$ cat src/bpsw_regs.svh
`ifndef BPSW_REGS_SVH
`define BPSW_REGS_SVH

// register byte offsets
`define BPSW_ADDR_W       4
`define BPSW_OFS_CTRL     4'h0
`define BPSW_OFS_STATUS   4'h4
`define BPSW_OFS_ASTAT    4'h8

// control fields
`define BPSW_CTRL_SLP     0
`define BPSW_CTRL_WATCHDOG_ENABLE    1
`define BPSW_CTRL_WDT_LSB 4
`define BPSW_CTRL_WDT_MSB 7

// status fields
`define BPSW_ST_STATE_LSB 0
`define BPSW_ST_STATE_MSB 2
`define BPSW_ST_TW        3
`define BPSW_ST_BUS       4
`define BPSW_ST_FILT      5
`define BPSW_ST_ADJ       6
`define BPSW_ST_V20       7
`define BPSW_ST_OSC       8
`define BPSW_ST_CLK_LSB   9
`define BPSW_ST_CLK_MSB   10

// latched status fields
`define BPSW_AS_TSD       0
`define BPSW_AS_SLPX      1

// axi responses
`define BPSW_RESP_OKAY    2'h0
`define BPSW_RESP_SLVERR  2'h2

// times in ms, clock in kHz (cycles per ms)
`define BPSW_CLK_KHZ      20000
`define BPSW_SAVE_DLY_MS  2
`define BPSW_OSC_DLY_MS   2
`define BPSW_BUS_FILT_MS  1
`define BPSW_WD_RST_MS    1

// watchdog table, code 15 first, 10 bits per entry
`define BPSW_WD_TMO_MS {10'd524, 10'd492, 10'd459, 10'd426, 10'd393, 10'd360, 10'd328, \
	10'd295, 10'd262, 10'd229, 10'd197, 10'd164, 10'd131, 10'd98, 10'd66, 10'd33}
`define BPSW_WD_EARLY_MS {10'd31, 10'd30, 10'd29, 10'd27, 10'd25, 10'd23, 10'd20, \
	10'd18, 10'd16, 10'd14, 10'd12, 10'd10, 10'd8, 10'd6, 10'd4, 10'd2}
`define BPSW_WD_MS_W      10

`endif

$ cat src/bpsw_pkg.sv
package bpsw_pkg;

	// gray along reset, start-up, stand-by, normal, sleep
	typedef enum logic [2:0]
	{
		BPSW_RESET   = 3'h0,
		BPSW_STARTUP = 3'h1,
		BPSW_STANDBY = 3'h3,
		BPSW_NORMAL  = 3'h2,
		BPSW_SLEEP   = 3'h6
	} bpsw_state_t;

	typedef enum logic [1:0]
	{
		BPSW_CLK_OFF = 2'h0,
		BPSW_CLK_4M  = 2'h1,
		BPSW_CLK_8M  = 2'h2
	} bpsw_clk_t;

endpackage

$ cat src/bpsw_top.sv
// What this block does
// - save warning low at once on filter under 14 V, or bus under 20 V for 2 ms.
// - host reset low whenever filter voltage is below 12 V.
// - thermal warning pulls save warning low and sets a readable warning bit.
// - thermal shutdown forces Reset, latches a flag, stops supplies, holds while hot.
// - after cooling go Start-Up, then Stand-By with reset released and oscillator started.
// - warning bit clears by itself once temperature is under warning level.
// - shutdown flag clears only when cool and the host has read it.
// - sleep request enters Sleep; only wake, thermal shutdown or power-on leaves; exit bit readable.
// - sleep requests are ignored while the wake input is low.
// - watchdog stays inactive until host writes one to its enable bit.
// - early or missing watchdog refresh pulls host reset low.
// - 4-bit code selects timeout and early limit, 33/2 ms up to 524/31 ms.
// - in Reset, filter at 10 V enables fixed converter and enters Start-Up.
// - in Start-Up, fixed supply above 2.8 V reads trim, then Stand-By, reset high.
// - on Stand-By entry set bus bit if bus high; oscillator starts 2 ms later.
// - adjustable converter and 20 V regulator start only with filter above high level.
// - Normal and save release need oscillator, no thermal flags, all supply bits.
// - bus below low level past filter time clears bus bit, Stand-By, save low.
// - filter below low level switches off adjustable converter and 20 V regulator.
// - filter under 6.5 V stops fixed converter; fixed supply loss with that converter stopped enters Reset.
// - clock out off in Start-Up, 4 MHz on Stand-By entry from Start-Up, 8 MHz in Normal, 4 MHz after oscillator fault in Normal.
// - in Sleep a low wake input starts the power-up procedure.
`include "bpsw_regs.svh"
`timescale 1ns/1ps
`default_nettype none

module bpsw_top
#(
	parameter int unsigned MS_CYCLES = `BPSW_CLK_KHZ
)
(
	input  wire logic                     aclk,
	input  wire logic                     aresetn,
	input  wire logic [`BPSW_ADDR_W-1:0]  s_axi_awaddr,
	input  wire logic                     s_axi_awvalid,
	output logic                          s_axi_awready,
	input  wire logic [31:0]              s_axi_wdata,
	input  wire logic [3:0]               s_axi_wstrb,
	input  wire logic                     s_axi_wvalid,
	output logic                          s_axi_wready,
	output logic [1:0]                    s_axi_bresp,
	output logic                          s_axi_bvalid,
	input  wire logic                     s_axi_bready,
	input  wire logic [`BPSW_ADDR_W-1:0]  s_axi_araddr,
	input  wire logic                     s_axi_arvalid,
	output logic                          s_axi_arready,
	output logic [31:0]                   s_axi_rdata,
	output logic [1:0]                    s_axi_rresp,
	output logic                          s_axi_rvalid,
	input  wire logic                     s_axi_rready,
	input  wire logic                     filter_above_14v,
	input  wire logic                     filter_above_12v,
	input  wire logic                     filter_above_10v,
	input  wire logic                     filter_above_6v5,
	input  wire logic                     filter_high_threshold,
	input  wire logic                     filter_low_threshold,
	input  wire logic                     bus_high_threshold,
	input  wire logic                     bus_low_threshold,
	input  wire logic                     bus_above_20v,
	input  wire logic                     fixed_supply,
	input  wire logic                     adjustable_supply_ok,
	input  wire logic                     twenty_volt_reg_ok,
	input  wire logic                     temp_warning,
	input  wire logic                     temp_shutdown,
	input  wire logic                     osc_running,
	input  wire logic                     trim_done,
	input  wire logic                     wake_current_select,
	output logic                          host_reset_n_out,
	output logic                          host_reset_n_oe_n,
	output logic                          save_warning_n_out,
	output logic                          save_warning_n_oe_n,
	output logic                          fixed_converter_en,
	output logic                          adjustable_converter_en,
	output logic                          twenty_volt_reg_en,
	output logic                          osc_en,
	output logic                          trim_read,
	output logic [1:0]                    host_clock_out_sel
);

	localparam int unsigned SAVE_CYC = `BPSW_SAVE_DLY_MS * MS_CYCLES;
	localparam int unsigned OSC_CYC  = `BPSW_OSC_DLY_MS * MS_CYCLES;
	localparam int unsigned BUSF_CYC = `BPSW_BUS_FILT_MS * MS_CYCLES;
	localparam int unsigned WDR_CYC  = `BPSW_WD_RST_MS * MS_CYCLES;
	localparam int          NSYNC    = 17;

	// ms figure times cycles per ms, for either column of the table
	function automatic logic [31:0] wd_cycles(input logic [3:0] sel, input logic early);
		logic [16*`BPSW_WD_MS_W-1:0] tbl;
		logic [`BPSW_WD_MS_W-1:0]    ms;
		tbl = early ? `BPSW_WD_EARLY_MS : `BPSW_WD_TMO_MS;
		ms  = tbl[sel*`BPSW_WD_MS_W +: `BPSW_WD_MS_W];
		return 32'(ms) * MS_CYCLES;
	endfunction

	// ---- pin synchronisers ----
	logic [NSYNC-1:0] sync1_q;
	logic [NSYNC-1:0] sync2_q;
	logic f14, f12, f10, f6v5, f_hi, f_lo, b_hi, b_lo, b20;
	logic fix_ok, adj_ok, v20_ok, tw, thermal_shutdown_flag, osc_ok, trim_ok, wake;

	always_ff @(posedge aclk)
	begin
		if (!aresetn)
		begin
			sync1_q <= '0;
			sync2_q <= '0;
		end
		else
		begin
			sync1_q <= {filter_above_14v, filter_above_12v, filter_above_10v,
				filter_above_6v5, filter_high_threshold, filter_low_threshold,
				bus_high_threshold, bus_low_threshold, bus_above_20v, fixed_supply,
				adjustable_supply_ok, twenty_volt_reg_ok, temp_warning, temp_shutdown,
				osc_running, trim_done, wake_current_select};
			sync2_q <= sync1_q;
		end
	end

	assign {f14, f12, f10, f6v5, f_hi, f_lo, b_hi, b_lo, b20, fix_ok, adj_ok, v20_ok,
		tw, thermal_shutdown_flag, osc_ok, trim_ok, wake} = sync2_q;

	// ---- axi4-lite slave ----
	logic                    aw_got_q;
	logic                    w_got_q;
	logic [`BPSW_ADDR_W-1:0] awaddr_q;
	logic [31:0]             wdata_q;
	logic                    wstrb0_q;
	logic                    wr_fire;
	logic                    ctrl_wr;
	logic                    ar_fire;
	logic                    astat_rd;
	logic [31:0]             rd_word;
	logic                    rd_hit;

	assign wr_fire  = aw_got_q && w_got_q && !s_axi_bvalid;
	assign ctrl_wr  = wr_fire && awaddr_q == `BPSW_OFS_CTRL && wstrb0_q;
	assign ar_fire  = s_axi_arvalid && s_axi_arready;
	assign astat_rd = ar_fire && s_axi_araddr == `BPSW_OFS_ASTAT;

	always_ff @(posedge aclk)
	begin
		if (!aresetn)
		begin
			s_axi_awready <= 1'b1;
			s_axi_wready  <= 1'b1;
			s_axi_bvalid  <= 1'b0;
			s_axi_bresp   <= `BPSW_RESP_OKAY;
			aw_got_q      <= 1'b0;
			w_got_q       <= 1'b0;
			awaddr_q      <= '0;
			wdata_q       <= '0;
			wstrb0_q      <= 1'b0;
		end
		else
		begin
			if (s_axi_awvalid && s_axi_awready)
			begin
				s_axi_awready <= 1'b0;
				aw_got_q      <= 1'b1;
				awaddr_q      <= s_axi_awaddr;
			end
			if (s_axi_wvalid && s_axi_wready)
			begin
				s_axi_wready <= 1'b0;
				w_got_q      <= 1'b1;
				wdata_q      <= s_axi_wdata;
				wstrb0_q     <= s_axi_wstrb[0];
			end
			if (wr_fire)
			begin
				aw_got_q     <= 1'b0;
				w_got_q      <= 1'b0;
				s_axi_bvalid <= 1'b1;
				s_axi_bresp  <= (awaddr_q == `BPSW_OFS_CTRL) ? `BPSW_RESP_OKAY
					: `BPSW_RESP_SLVERR;
			end
			if (s_axi_bvalid && s_axi_bready)
			begin
				s_axi_bvalid  <= 1'b0;
				s_axi_awready <= 1'b1;
				s_axi_wready  <= 1'b1;
			end
		end
	end

	// ---- control register ----
	logic       sleep_req_q;
	logic       wd_en_q;
	logic [3:0] wd_sel_q;
	logic [31:0] wd_cnt_q;
	logic [31:0] wd_rst_cnt_q;
	logic        wd_fault;

	bpsw_pkg::bpsw_state_t state_q;
	bpsw_pkg::bpsw_state_t state_d;

	always_ff @(posedge aclk)
	begin
		if (!aresetn)
			sleep_req_q <= 1'b0;
		else if (state_d == bpsw_pkg::BPSW_SLEEP)
			sleep_req_q <= 1'b0;
		else if (ctrl_wr && wake)
			sleep_req_q <= wdata_q[`BPSW_CTRL_SLP];
		else if (ctrl_wr)
			sleep_req_q <= 1'b0;
	end

	// ---- watchdog ----
	assign wd_fault = wd_en_q &&
		((ctrl_wr && wdata_q[`BPSW_CTRL_WATCHDOG_ENABLE] && wd_cnt_q < wd_cycles(wd_sel_q, 1'b1))
		|| wd_cnt_q >= wd_cycles(wd_sel_q, 1'b0));

	always_ff @(posedge aclk)
	begin
		if (!aresetn)
		begin
			wd_en_q      <= 1'b0;
			wd_sel_q     <= '0;
			wd_cnt_q     <= '0;
			wd_rst_cnt_q <= '0;
		end
		else
		begin
			if (wd_fault)
			begin
				// host restarts after the pulse, so it must re-arm explicitly
				wd_en_q      <= 1'b0;
				wd_cnt_q     <= '0;
				wd_rst_cnt_q <= WDR_CYC;
			end
			else if (ctrl_wr)
			begin
				wd_en_q  <= wdata_q[`BPSW_CTRL_WATCHDOG_ENABLE];
				wd_sel_q <= wdata_q[`BPSW_CTRL_WDT_MSB:`BPSW_CTRL_WDT_LSB];
				wd_cnt_q <= '0;
			end
			else if (wd_en_q)
				wd_cnt_q <= wd_cnt_q + 32'h1;
			if (!wd_fault && wd_rst_cnt_q != '0)
				wd_rst_cnt_q <= wd_rst_cnt_q - 32'h1;
		end
	end

	// ---- supply status and timers ----
	logic        tw_q;
	logic        tsd_flag_q;
	logic        slp_exit_q;
	logic        bus_st_q;
	logic        filt_st_q;
	logic        fix_en_q;
	logic [31:0] bus_lo_cnt_q;
	logic [31:0] b20_cnt_q;
	logic [31:0] osc_cnt_q;
	logic        bus_lo_exp;
	logic        b20_exp;
	logic        normal_ok;
	logic        active;

	assign bus_lo_exp = bus_lo_cnt_q >= BUSF_CYC;
	assign b20_exp    = b20_cnt_q >= SAVE_CYC;
	assign active     = state_q == bpsw_pkg::BPSW_STANDBY || state_q == bpsw_pkg::BPSW_NORMAL;
	assign normal_ok  = osc_ok && !tw && !tsd_flag_q && bus_st_q && filt_st_q
		&& adj_ok && v20_ok;

	always_ff @(posedge aclk)
	begin
		if (!aresetn)
		begin
			bus_lo_cnt_q <= '0;
			b20_cnt_q    <= '0;
		end
		else
		begin
			bus_lo_cnt_q <= b_lo ? '0 : (bus_lo_exp ? bus_lo_cnt_q : bus_lo_cnt_q + 32'h1);
			b20_cnt_q    <= b20 ? '0 : (b20_exp ? b20_cnt_q : b20_cnt_q + 32'h1);
		end
	end

	always_ff @(posedge aclk)
	begin
		if (!aresetn)
			tw_q <= 1'b0;
		else
			tw_q <= tw;
	end

	// set wins over the read that would clear it
	always_ff @(posedge aclk)
	begin
		if (!aresetn)
			tsd_flag_q <= 1'b0;
		else if (thermal_shutdown_flag)
			tsd_flag_q <= 1'b1;
		else if (astat_rd)
			tsd_flag_q <= 1'b0;
	end

	always_ff @(posedge aclk)
	begin
		if (!aresetn)
			slp_exit_q <= 1'b0;
		else if (state_q == bpsw_pkg::BPSW_SLEEP && state_d != bpsw_pkg::BPSW_SLEEP)
			slp_exit_q <= 1'b1;
		else if (astat_rd)
			slp_exit_q <= 1'b0;
	end

	always_ff @(posedge aclk)
	begin
		if (!aresetn)
			bus_st_q <= 1'b0;
		else if (!active || bus_lo_exp)
			bus_st_q <= 1'b0;
		else if (b_hi)
			bus_st_q <= 1'b1;
	end

	always_ff @(posedge aclk)
	begin
		if (!aresetn)
			filt_st_q <= 1'b0;
		else if (!f_lo)
			filt_st_q <= 1'b0;
		else if (f_hi)
			filt_st_q <= 1'b1;
	end

	always_ff @(posedge aclk)
	begin
		if (!aresetn)
			fix_en_q <= 1'b0;
		else if (state_d == bpsw_pkg::BPSW_RESET || state_d == bpsw_pkg::BPSW_SLEEP)
			fix_en_q <= 1'b0;
		else if (state_q == bpsw_pkg::BPSW_RESET)
			fix_en_q <= 1'b1;
		else if (!f6v5)
			fix_en_q <= 1'b0;
	end

	always_ff @(posedge aclk)
	begin
		if (!aresetn)
			osc_cnt_q <= '0;
		else if (!active)
			osc_cnt_q <= '0;
		else if (osc_cnt_q < OSC_CYC)
			osc_cnt_q <= osc_cnt_q + 32'h1;
	end

	// ---- power state machine ----
	always_comb
	begin
		state_d = state_q;
		case (state_q)
			bpsw_pkg::BPSW_RESET:
				if (!thermal_shutdown_flag && f10)
					state_d = bpsw_pkg::BPSW_STARTUP;
			bpsw_pkg::BPSW_STARTUP:
				if (fix_ok && trim_ok)
					state_d = bpsw_pkg::BPSW_STANDBY;
			bpsw_pkg::BPSW_STANDBY:
				if (sleep_req_q && wake)
					state_d = bpsw_pkg::BPSW_SLEEP;
				else if (normal_ok)
					state_d = bpsw_pkg::BPSW_NORMAL;
			bpsw_pkg::BPSW_NORMAL:
				if (sleep_req_q && wake)
					state_d = bpsw_pkg::BPSW_SLEEP;
				else if (!normal_ok)
					state_d = bpsw_pkg::BPSW_STANDBY;
			bpsw_pkg::BPSW_SLEEP:
				if (!wake)
					state_d = bpsw_pkg::BPSW_RESET;
			default:
				state_d = bpsw_pkg::BPSW_RESET;
		endcase
		if (thermal_shutdown_flag)
			state_d = bpsw_pkg::BPSW_RESET;
		if (state_q != bpsw_pkg::BPSW_RESET && state_q != bpsw_pkg::BPSW_SLEEP
			&& !fix_en_q && !fix_ok)
			state_d = bpsw_pkg::BPSW_RESET;
	end

	always_ff @(posedge aclk)
	begin
		if (!aresetn)
			state_q <= bpsw_pkg::BPSW_RESET;
		else
			state_q <= state_d;
	end

	// ---- outputs ----
	logic rst_low;
	logic save_low;

	assign rst_low = state_q == bpsw_pkg::BPSW_RESET || state_q == bpsw_pkg::BPSW_STARTUP
		|| state_q == bpsw_pkg::BPSW_SLEEP
		|| !f12
		|| wd_rst_cnt_q != '0;
	assign save_low = !f14 || b20_exp
		|| tw
		|| state_q != bpsw_pkg::BPSW_NORMAL;

	always_ff @(posedge aclk)
	begin
		if (!aresetn)
		begin
			host_reset_n_out    <= 1'b0;
			save_warning_n_out  <= 1'b0;
			host_reset_n_oe_n   <= 1'b0;
			save_warning_n_oe_n <= 1'b0;
		end
		else
		begin
			host_reset_n_oe_n   <= !rst_low;
			save_warning_n_oe_n <= !save_low;
		end
	end

	always_ff @(posedge aclk)
	begin
		if (!aresetn)
		begin
			fixed_converter_en      <= 1'b0;
			adjustable_converter_en <= 1'b0;
			twenty_volt_reg_en      <= 1'b0;
			osc_en                  <= 1'b0;
			trim_read               <= 1'b0;
		end
		else
		begin
			fixed_converter_en      <= fix_en_q;
			adjustable_converter_en <= active && filt_st_q;
			twenty_volt_reg_en      <= active && filt_st_q;
			osc_en                  <= active && osc_cnt_q >= OSC_CYC;
			trim_read               <= state_q == bpsw_pkg::BPSW_STARTUP && fix_ok;
		end
	end

	// fault fallback only from Normal; otherwise Stand-By keeps its rate
	always_ff @(posedge aclk)
	begin
		if (!aresetn)
			host_clock_out_sel <= bpsw_pkg::BPSW_CLK_OFF;
		else if (state_d == bpsw_pkg::BPSW_NORMAL)
			host_clock_out_sel <= bpsw_pkg::BPSW_CLK_8M;
		else if (state_d != bpsw_pkg::BPSW_STANDBY)
			host_clock_out_sel <= bpsw_pkg::BPSW_CLK_OFF;
		else if (state_q == bpsw_pkg::BPSW_STARTUP)
			host_clock_out_sel <= bpsw_pkg::BPSW_CLK_4M;
		else if (state_q == bpsw_pkg::BPSW_NORMAL && !osc_ok)
			host_clock_out_sel <= bpsw_pkg::BPSW_CLK_4M;
	end

	// ---- read side ----
	always_comb
	begin
		rd_word = '0;
		rd_hit  = 1'b1;
		case (s_axi_araddr)
			`BPSW_OFS_CTRL:
			begin
				rd_word[`BPSW_CTRL_SLP]  = sleep_req_q;
				rd_word[`BPSW_CTRL_WATCHDOG_ENABLE] = wd_en_q;
				rd_word[`BPSW_CTRL_WDT_MSB:`BPSW_CTRL_WDT_LSB] = wd_sel_q;
			end
			`BPSW_OFS_STATUS:
			begin
				rd_word[`BPSW_ST_STATE_MSB:`BPSW_ST_STATE_LSB] = state_q;
				rd_word[`BPSW_ST_TW]  = tw_q;
				rd_word[`BPSW_ST_BUS] = bus_st_q;
				rd_word[`BPSW_ST_FILT] = filt_st_q;
				rd_word[`BPSW_ST_ADJ] = adj_ok;
				rd_word[`BPSW_ST_V20] = v20_ok;
				rd_word[`BPSW_ST_OSC] = osc_ok;
				rd_word[`BPSW_ST_CLK_MSB:`BPSW_ST_CLK_LSB] = host_clock_out_sel;
			end
			`BPSW_OFS_ASTAT:
			begin
				rd_word[`BPSW_AS_TSD]  = tsd_flag_q;
				rd_word[`BPSW_AS_SLPX] = slp_exit_q;
			end
			default:
				rd_hit = 1'b0;
		endcase
	end

	always_ff @(posedge aclk)
	begin
		if (!aresetn)
		begin
			s_axi_arready <= 1'b1;
			s_axi_rvalid  <= 1'b0;
			s_axi_rdata   <= '0;
			s_axi_rresp   <= `BPSW_RESP_OKAY;
		end
		else if (ar_fire)
		begin
			s_axi_arready <= 1'b0;
			s_axi_rvalid  <= 1'b1;
			s_axi_rdata   <= rd_word;
			s_axi_rresp   <= rd_hit ? `BPSW_RESP_OKAY : `BPSW_RESP_SLVERR;
		end
		else if (s_axi_rvalid && s_axi_rready)
		begin
			s_axi_rvalid  <= 1'b0;
			s_axi_arready <= 1'b1;
		end
	end

endmodule

`default_nettype wire

$ cat config.mk
export PLATFORM = sky130hd
export DESIGN_NAME = bpsw_top
export DESIGN_NICKNAME = d
export VERILOG_FILES = /design/src/bpsw_pkg.sv /design/src/bpsw_top.sv
export VERILOG_INCLUDE_DIRS = /design/src /design/src/src
export SDC_FILE = /design/constraint.sdc
export NUM_CORES = 1
export LEC_CHECK = 0
export BUFFER_PORTS_ARGS = -buffer_cell sky130_fd_sc_hd__buf_2
export CAP_MARGIN = 10
export CORE_UTILIZATION = 57
export CTS_CLUSTER_DIAMETER = 40
export CTS_CLUSTER_SIZE = 8
export DETAILED_ROUTE_END_ITERATION = 10
export GPL_TIMING_DRIVEN = 0
export PLACE_DENSITY = 0.87
export SLEW_MARGIN = 20
export SYNTH_ARGS = -nofsm -noshare
export SYNTH_HDL_FRONTEND = slang
export SYNTH_SLANG_ARGS = --single-unit
$ cat constraint.sdc
create_clock -name aclk -period 10.1 [get_ports aclk]
set_clock_uncertainty 0.15 [all_clocks]
set_input_delay 0.505 -clock aclk [delete_from_list [all_inputs] [get_ports aclk]]
set_output_delay 0.505 -clock aclk [all_outputs]
set_load 0.01 [all_outputs]
==> metrics.csv <==
stage,metric,value,unit
run_status,status,finished with violations,
run_status,failing checks,design-rule violations,
floorplanning,Initial Util,58.8,%
worst_setup_path,CP endpoint kind,flop,
worst_setup_path,Worst path slowest cell,a2111oi_0,
cells_and_area,Finished Layout Cells,1845,
worst_setup_path,"Largest stage delay, worst path",0.80,ns
cells_and_area,final core utilization,67.4,%
power,Pwr Density,191,nW/µm²
hold_path,hold crit path type,in2reg,
floorplanning,die height,153,µm
cells_and_area,Layout Area Growth over Synthesis,14.6,%
cells_and_area,share of post-route cells with drive strength above 1,9.97,%
worst_setup_path,crit path from,wd_sel_q[1]$_SDFFE_PN0P_,
worst_setup_path,r2r endpoint,wd_cnt_q[3]$_SDFFE_PP0P_,
global_route,global-route usage over all layers,25.7,%
routing,via count,10500,
worst_setup_path,type of origin of the critical path,flop,
sta,Final setup viols,0,
cells_and_area,final instance area,14800,µm²
routing,post-DR wirelength/cell,16.1,µm
synth,Yosys warnings,0,
global_route,largest net degree at the start of global routing,11,
floorplanning,row cnt,54,
global_route,vias in the first global route,10400,
sta,max frequency,130,MHz
clocking,CTS buffer count,39,
clocking,Max Root-Sink Buffers,3,
routing,overall routed net length,29.6,mm
clocking,post-CTS setup buffers,0,
synth,Avg Synthesized Cell Area,9.08,µm²
clocking,hold-fix buffers at CTS,0,
synth,"Cell Area, Synth",12900,µm²
sta,max_slew headroom,38.4,%
sta,Setup TNS,0,ns
floorplanning,area of the core,22000,µm²
global_route,first-pass GRT wire length,49.3,mm
worst_setup_path,Crit path max-delay family,adder cells,
routing,DR pass1 iterations,10,
clocking,Root Buffer,clkbuf_16,
place,hpwl dp,21.3,mm
hold_path,hold endpoint,sync1_q[7]$_SDFF_PN0_,
place,port buffer count,62,
worst_setup_path,critical path arrival,7.98,ns
synth,"top cells by area, synth","dfxtp_1 (38%), ha_1 (13%), xor2_1 (4.6%)",
place,routability congestion estimate,0.883,
worst_setup_path,WS Path Type,reg2reg,
clocking,# clock sinks,248,
power,leakage power,0.00666,µW
power,NetSw,794,µW
worst_setup_path,Critical Path RT,10.38,ns
global_route,gr ovfl total,0,
sta,Final Cycle Share,76.3,%
power,combinational share of power,18.0,%
worst_setup_path,worst-case reg-to-reg path depth,23,
synth,top cell type's share of synthesized area,38.3,%
routing,drt via density,5.69,
synth,register area share after synthesis,38.3,%
synth,number of enable flip-flop cells after synthesis,0,
worst_setup_path,crit-path cells,"inv_1, ha_1, mux2i_1, mux2i_1, fa_1, ha_1, ha_1, ha_1, fa_1, a21o_1, a2111oi_0, o21bai_1, a31o_2, a21oi_1, xor2_1, ha_1, nand2_1, o211ai_1, o221ai_1, a31o_2, nand4_1, clkbuf_1, nor3_1",
worst_setup_path,R2R setup slack,2.39,ns
global_route,M2 GR Usage,42.2,%
power,Reg power frac,39.6,%
synth,top cell type by total area after synthesis,dfxtp_1,
synth,Async SR Flop Fraction,0,%
sta,Slew @ Worst Pin,0.919,ns
routing,# DRC,10,
power,switching part of the total,28.1,%
clocking,CTS tree,done,
floorplanning,DIE AREA,23300,µm²
worst_setup_path,Critical Path Fanout Max,10,
worst_setup_path,Critical R2R Launch,wd_sel_q[1]$_SDFFE_PN0P_,
clocking,H-tree levels,2,
place,Post-DP Area,13700,µm²
synth,Cells after Synth,1426,
worst_setup_path,Most common cell on crit path,ha_1,
power,peak supply drop,251,µV
clocking,Worst-Skew Late Latency,0.53,ns
synth,Synth Register Bits,248,
global_route,GR Util met3,5.83,%
power,Clk pwr share,42.4,%
sta,pins over their slew limit,0,
worst_setup_path,crit path buf inv count,2,
global_route,initial antenna violation count,0,
sta,WHS,0.0507,ns
global_route,GRT met1 Usage,32.5,%
synth,Synth cell types,59,
place,Placed Instances,1792,
sta,final hold vios,0,
global_route,GR peak layer,met2,
sta,RSZ-0062 raised after global routing,false,
sta,min cycle time layout,7.71,ns
cells_and_area,final net count,1771,
floorplanning,Die X,153,µm
hold_path,hold depth,2,
floorplanning,Top-Level Pins,120,
clocking,Resize count post-CTS,0,
routing,Final ANT Viol Nets,0,
run,total of max-cap violations,0,
synth,Post-synth top flop,dfxtp_1,
clocking,clk slew on worst S/H paths,0.05,ns
hold_path,HP Start,fixed_supply,
power,Pint,2030,µW
routing,initial DRC count,825,
routing by layer:
metal / up-vias / routed length (µm)
met5: - / 0
met4: 0 / 1020
met3: 88 / 2140
met2: 344 / 13800
met1: 4948 / 12700
li1: 5120 / -
worst max-delay path by stage:
stage	to	slack, ns	cells past startpoint
6_report	wd_cnt_q[3]$_SDFFE_PP0P_	2.39	23
5_1_grt	wd_cnt_q[11]$_SDFFE_PP0P_	2.12	25
4_1_cts	wd_cnt_q[3]$_SDFFE_PP0P_	2.59	23
3_5_place_dp	wd_cnt_q[3]$_SDFFE_PP0P_	2.65	23
3_3_place_gp	wd_rst_cnt_q[1]$_SDFFE_PN0P_	2.78	23
2_1_floorplan	wd_cnt_q[10]$_SDFFE_PP0P_	4.01	23
final cells by class:
type / count / area (µm²)
Antenna cell: 1 / 2.50
Buffer: 77 / 389
Clock buffer: 46 / 1040
Clock inverter: 6 / 97.6
Fill cell: 1634 / 7180
Inverter: 71 / 267
Multi-Input combinational cell: 1054 / 7420
Sequential cell: 248 / 4960
Tap cell: 280 / 350
Timing Repair Buffer: 62 / 310
power by group through the flow:
| stage | clock network [µW] | logic (µW) | registers, µW |
|---|---|---|---|
| 2_1_floorplan | 0 | 394 | 1120 |
| 3_3_place_gp | 0 | 468 | 1130 |
| 3_5_place_dp | 0 | 489 | 1140 |
| 4_1_cts | 1210 | 501 | 1120 |
| 5_1_grt | 1260 | 560 | 1130 |
| 6_report | 1200 | 509 | 1120 |
cells in the final DEF (no fill, tap or decap), drive strengths merged, types with 63 or more instances in the layout:
master / Yosys / layout
ha: 133 / 133
clkbuf: 48 / 94
inv: 71 / 72
dfxtp: 248 / 248
nand2: 95 / 95
buf: 29 / 91
nor3: 64 / 64
nand3: 63 / 63
nor2: 120 / 120
xor2: 68 / 68
and2: 73 / 73
cell usage after synthesis (all sizes together), types with 3 or more instances:
library cell / n
ha: 133
a21o: 8
o211ai: 5
nor2: 120
a2111oi: 7
and4: 11
nor4: 22
a21boi: 25
clkbuf: 48
nand4b: 4
mux2i: 13
a21oi: 49
and3: 46
nand2: 95
buf: 29
or4: 3
o21a: 4
inv: 71
nor2b: 22
or2: 7
and2: 73
a211oi: 7
o21bai: 6
nor4b: 6
nor3: 64
a31o: 4
o21ai: 18
nand4: 28
fa: 17
xor2: 68
nor3b: 5
a211o: 3
xnor2: 48
a31oi: 5
nand3: 63
nand3b: 3
nand2b: 14
or3: 3
dfxtp: 248
kinds of logic (layout without fill, tap and decap cells):
family                   count (synthesis)  in the layout  synth area share, %
buffers and inverters                  148            262                 5.06
flip-flops                             248            248                 38.3
XOR/XNOR                               116            116                 7.85
multiplexers                            15             15                 1.18
adder cells (fa/ha/maj)                150            150                 15.5
other                                    1             26               0.0290
AND/OR/NAND/NOR                        591            591                 23.7
AO/OA/AOI/OAI                          157            157                 8.34
per-stage QoR:
stage          total power [µW]  setup slack [ns]
6_report                   2830              2.39
5_1_grt                    2950              2.12
4_1_cts                    2830              2.59
3_5_place_dp               1620              2.65
3_3_place_gp               1600              2.78
2_1_floorplan              1520              4.01
sequential cells by signal, indices dropped and copies added, names as in the netlist, 2 cells and up:
name / count
state_q: 3
bus_lo_cnt_q: 32
wd_sel_q: 4
b20_cnt_q: 32
awaddr_q: 4
wd_cnt_q: 32
sync2_q: 17
sync1_q: 17
osc_cnt_q: 32
wd_rst_cnt_q: 32
host_clock_out_sel: 2
wdata_q: 6
s_axi_rdata: 11
(Power assumes the default switching activity.)
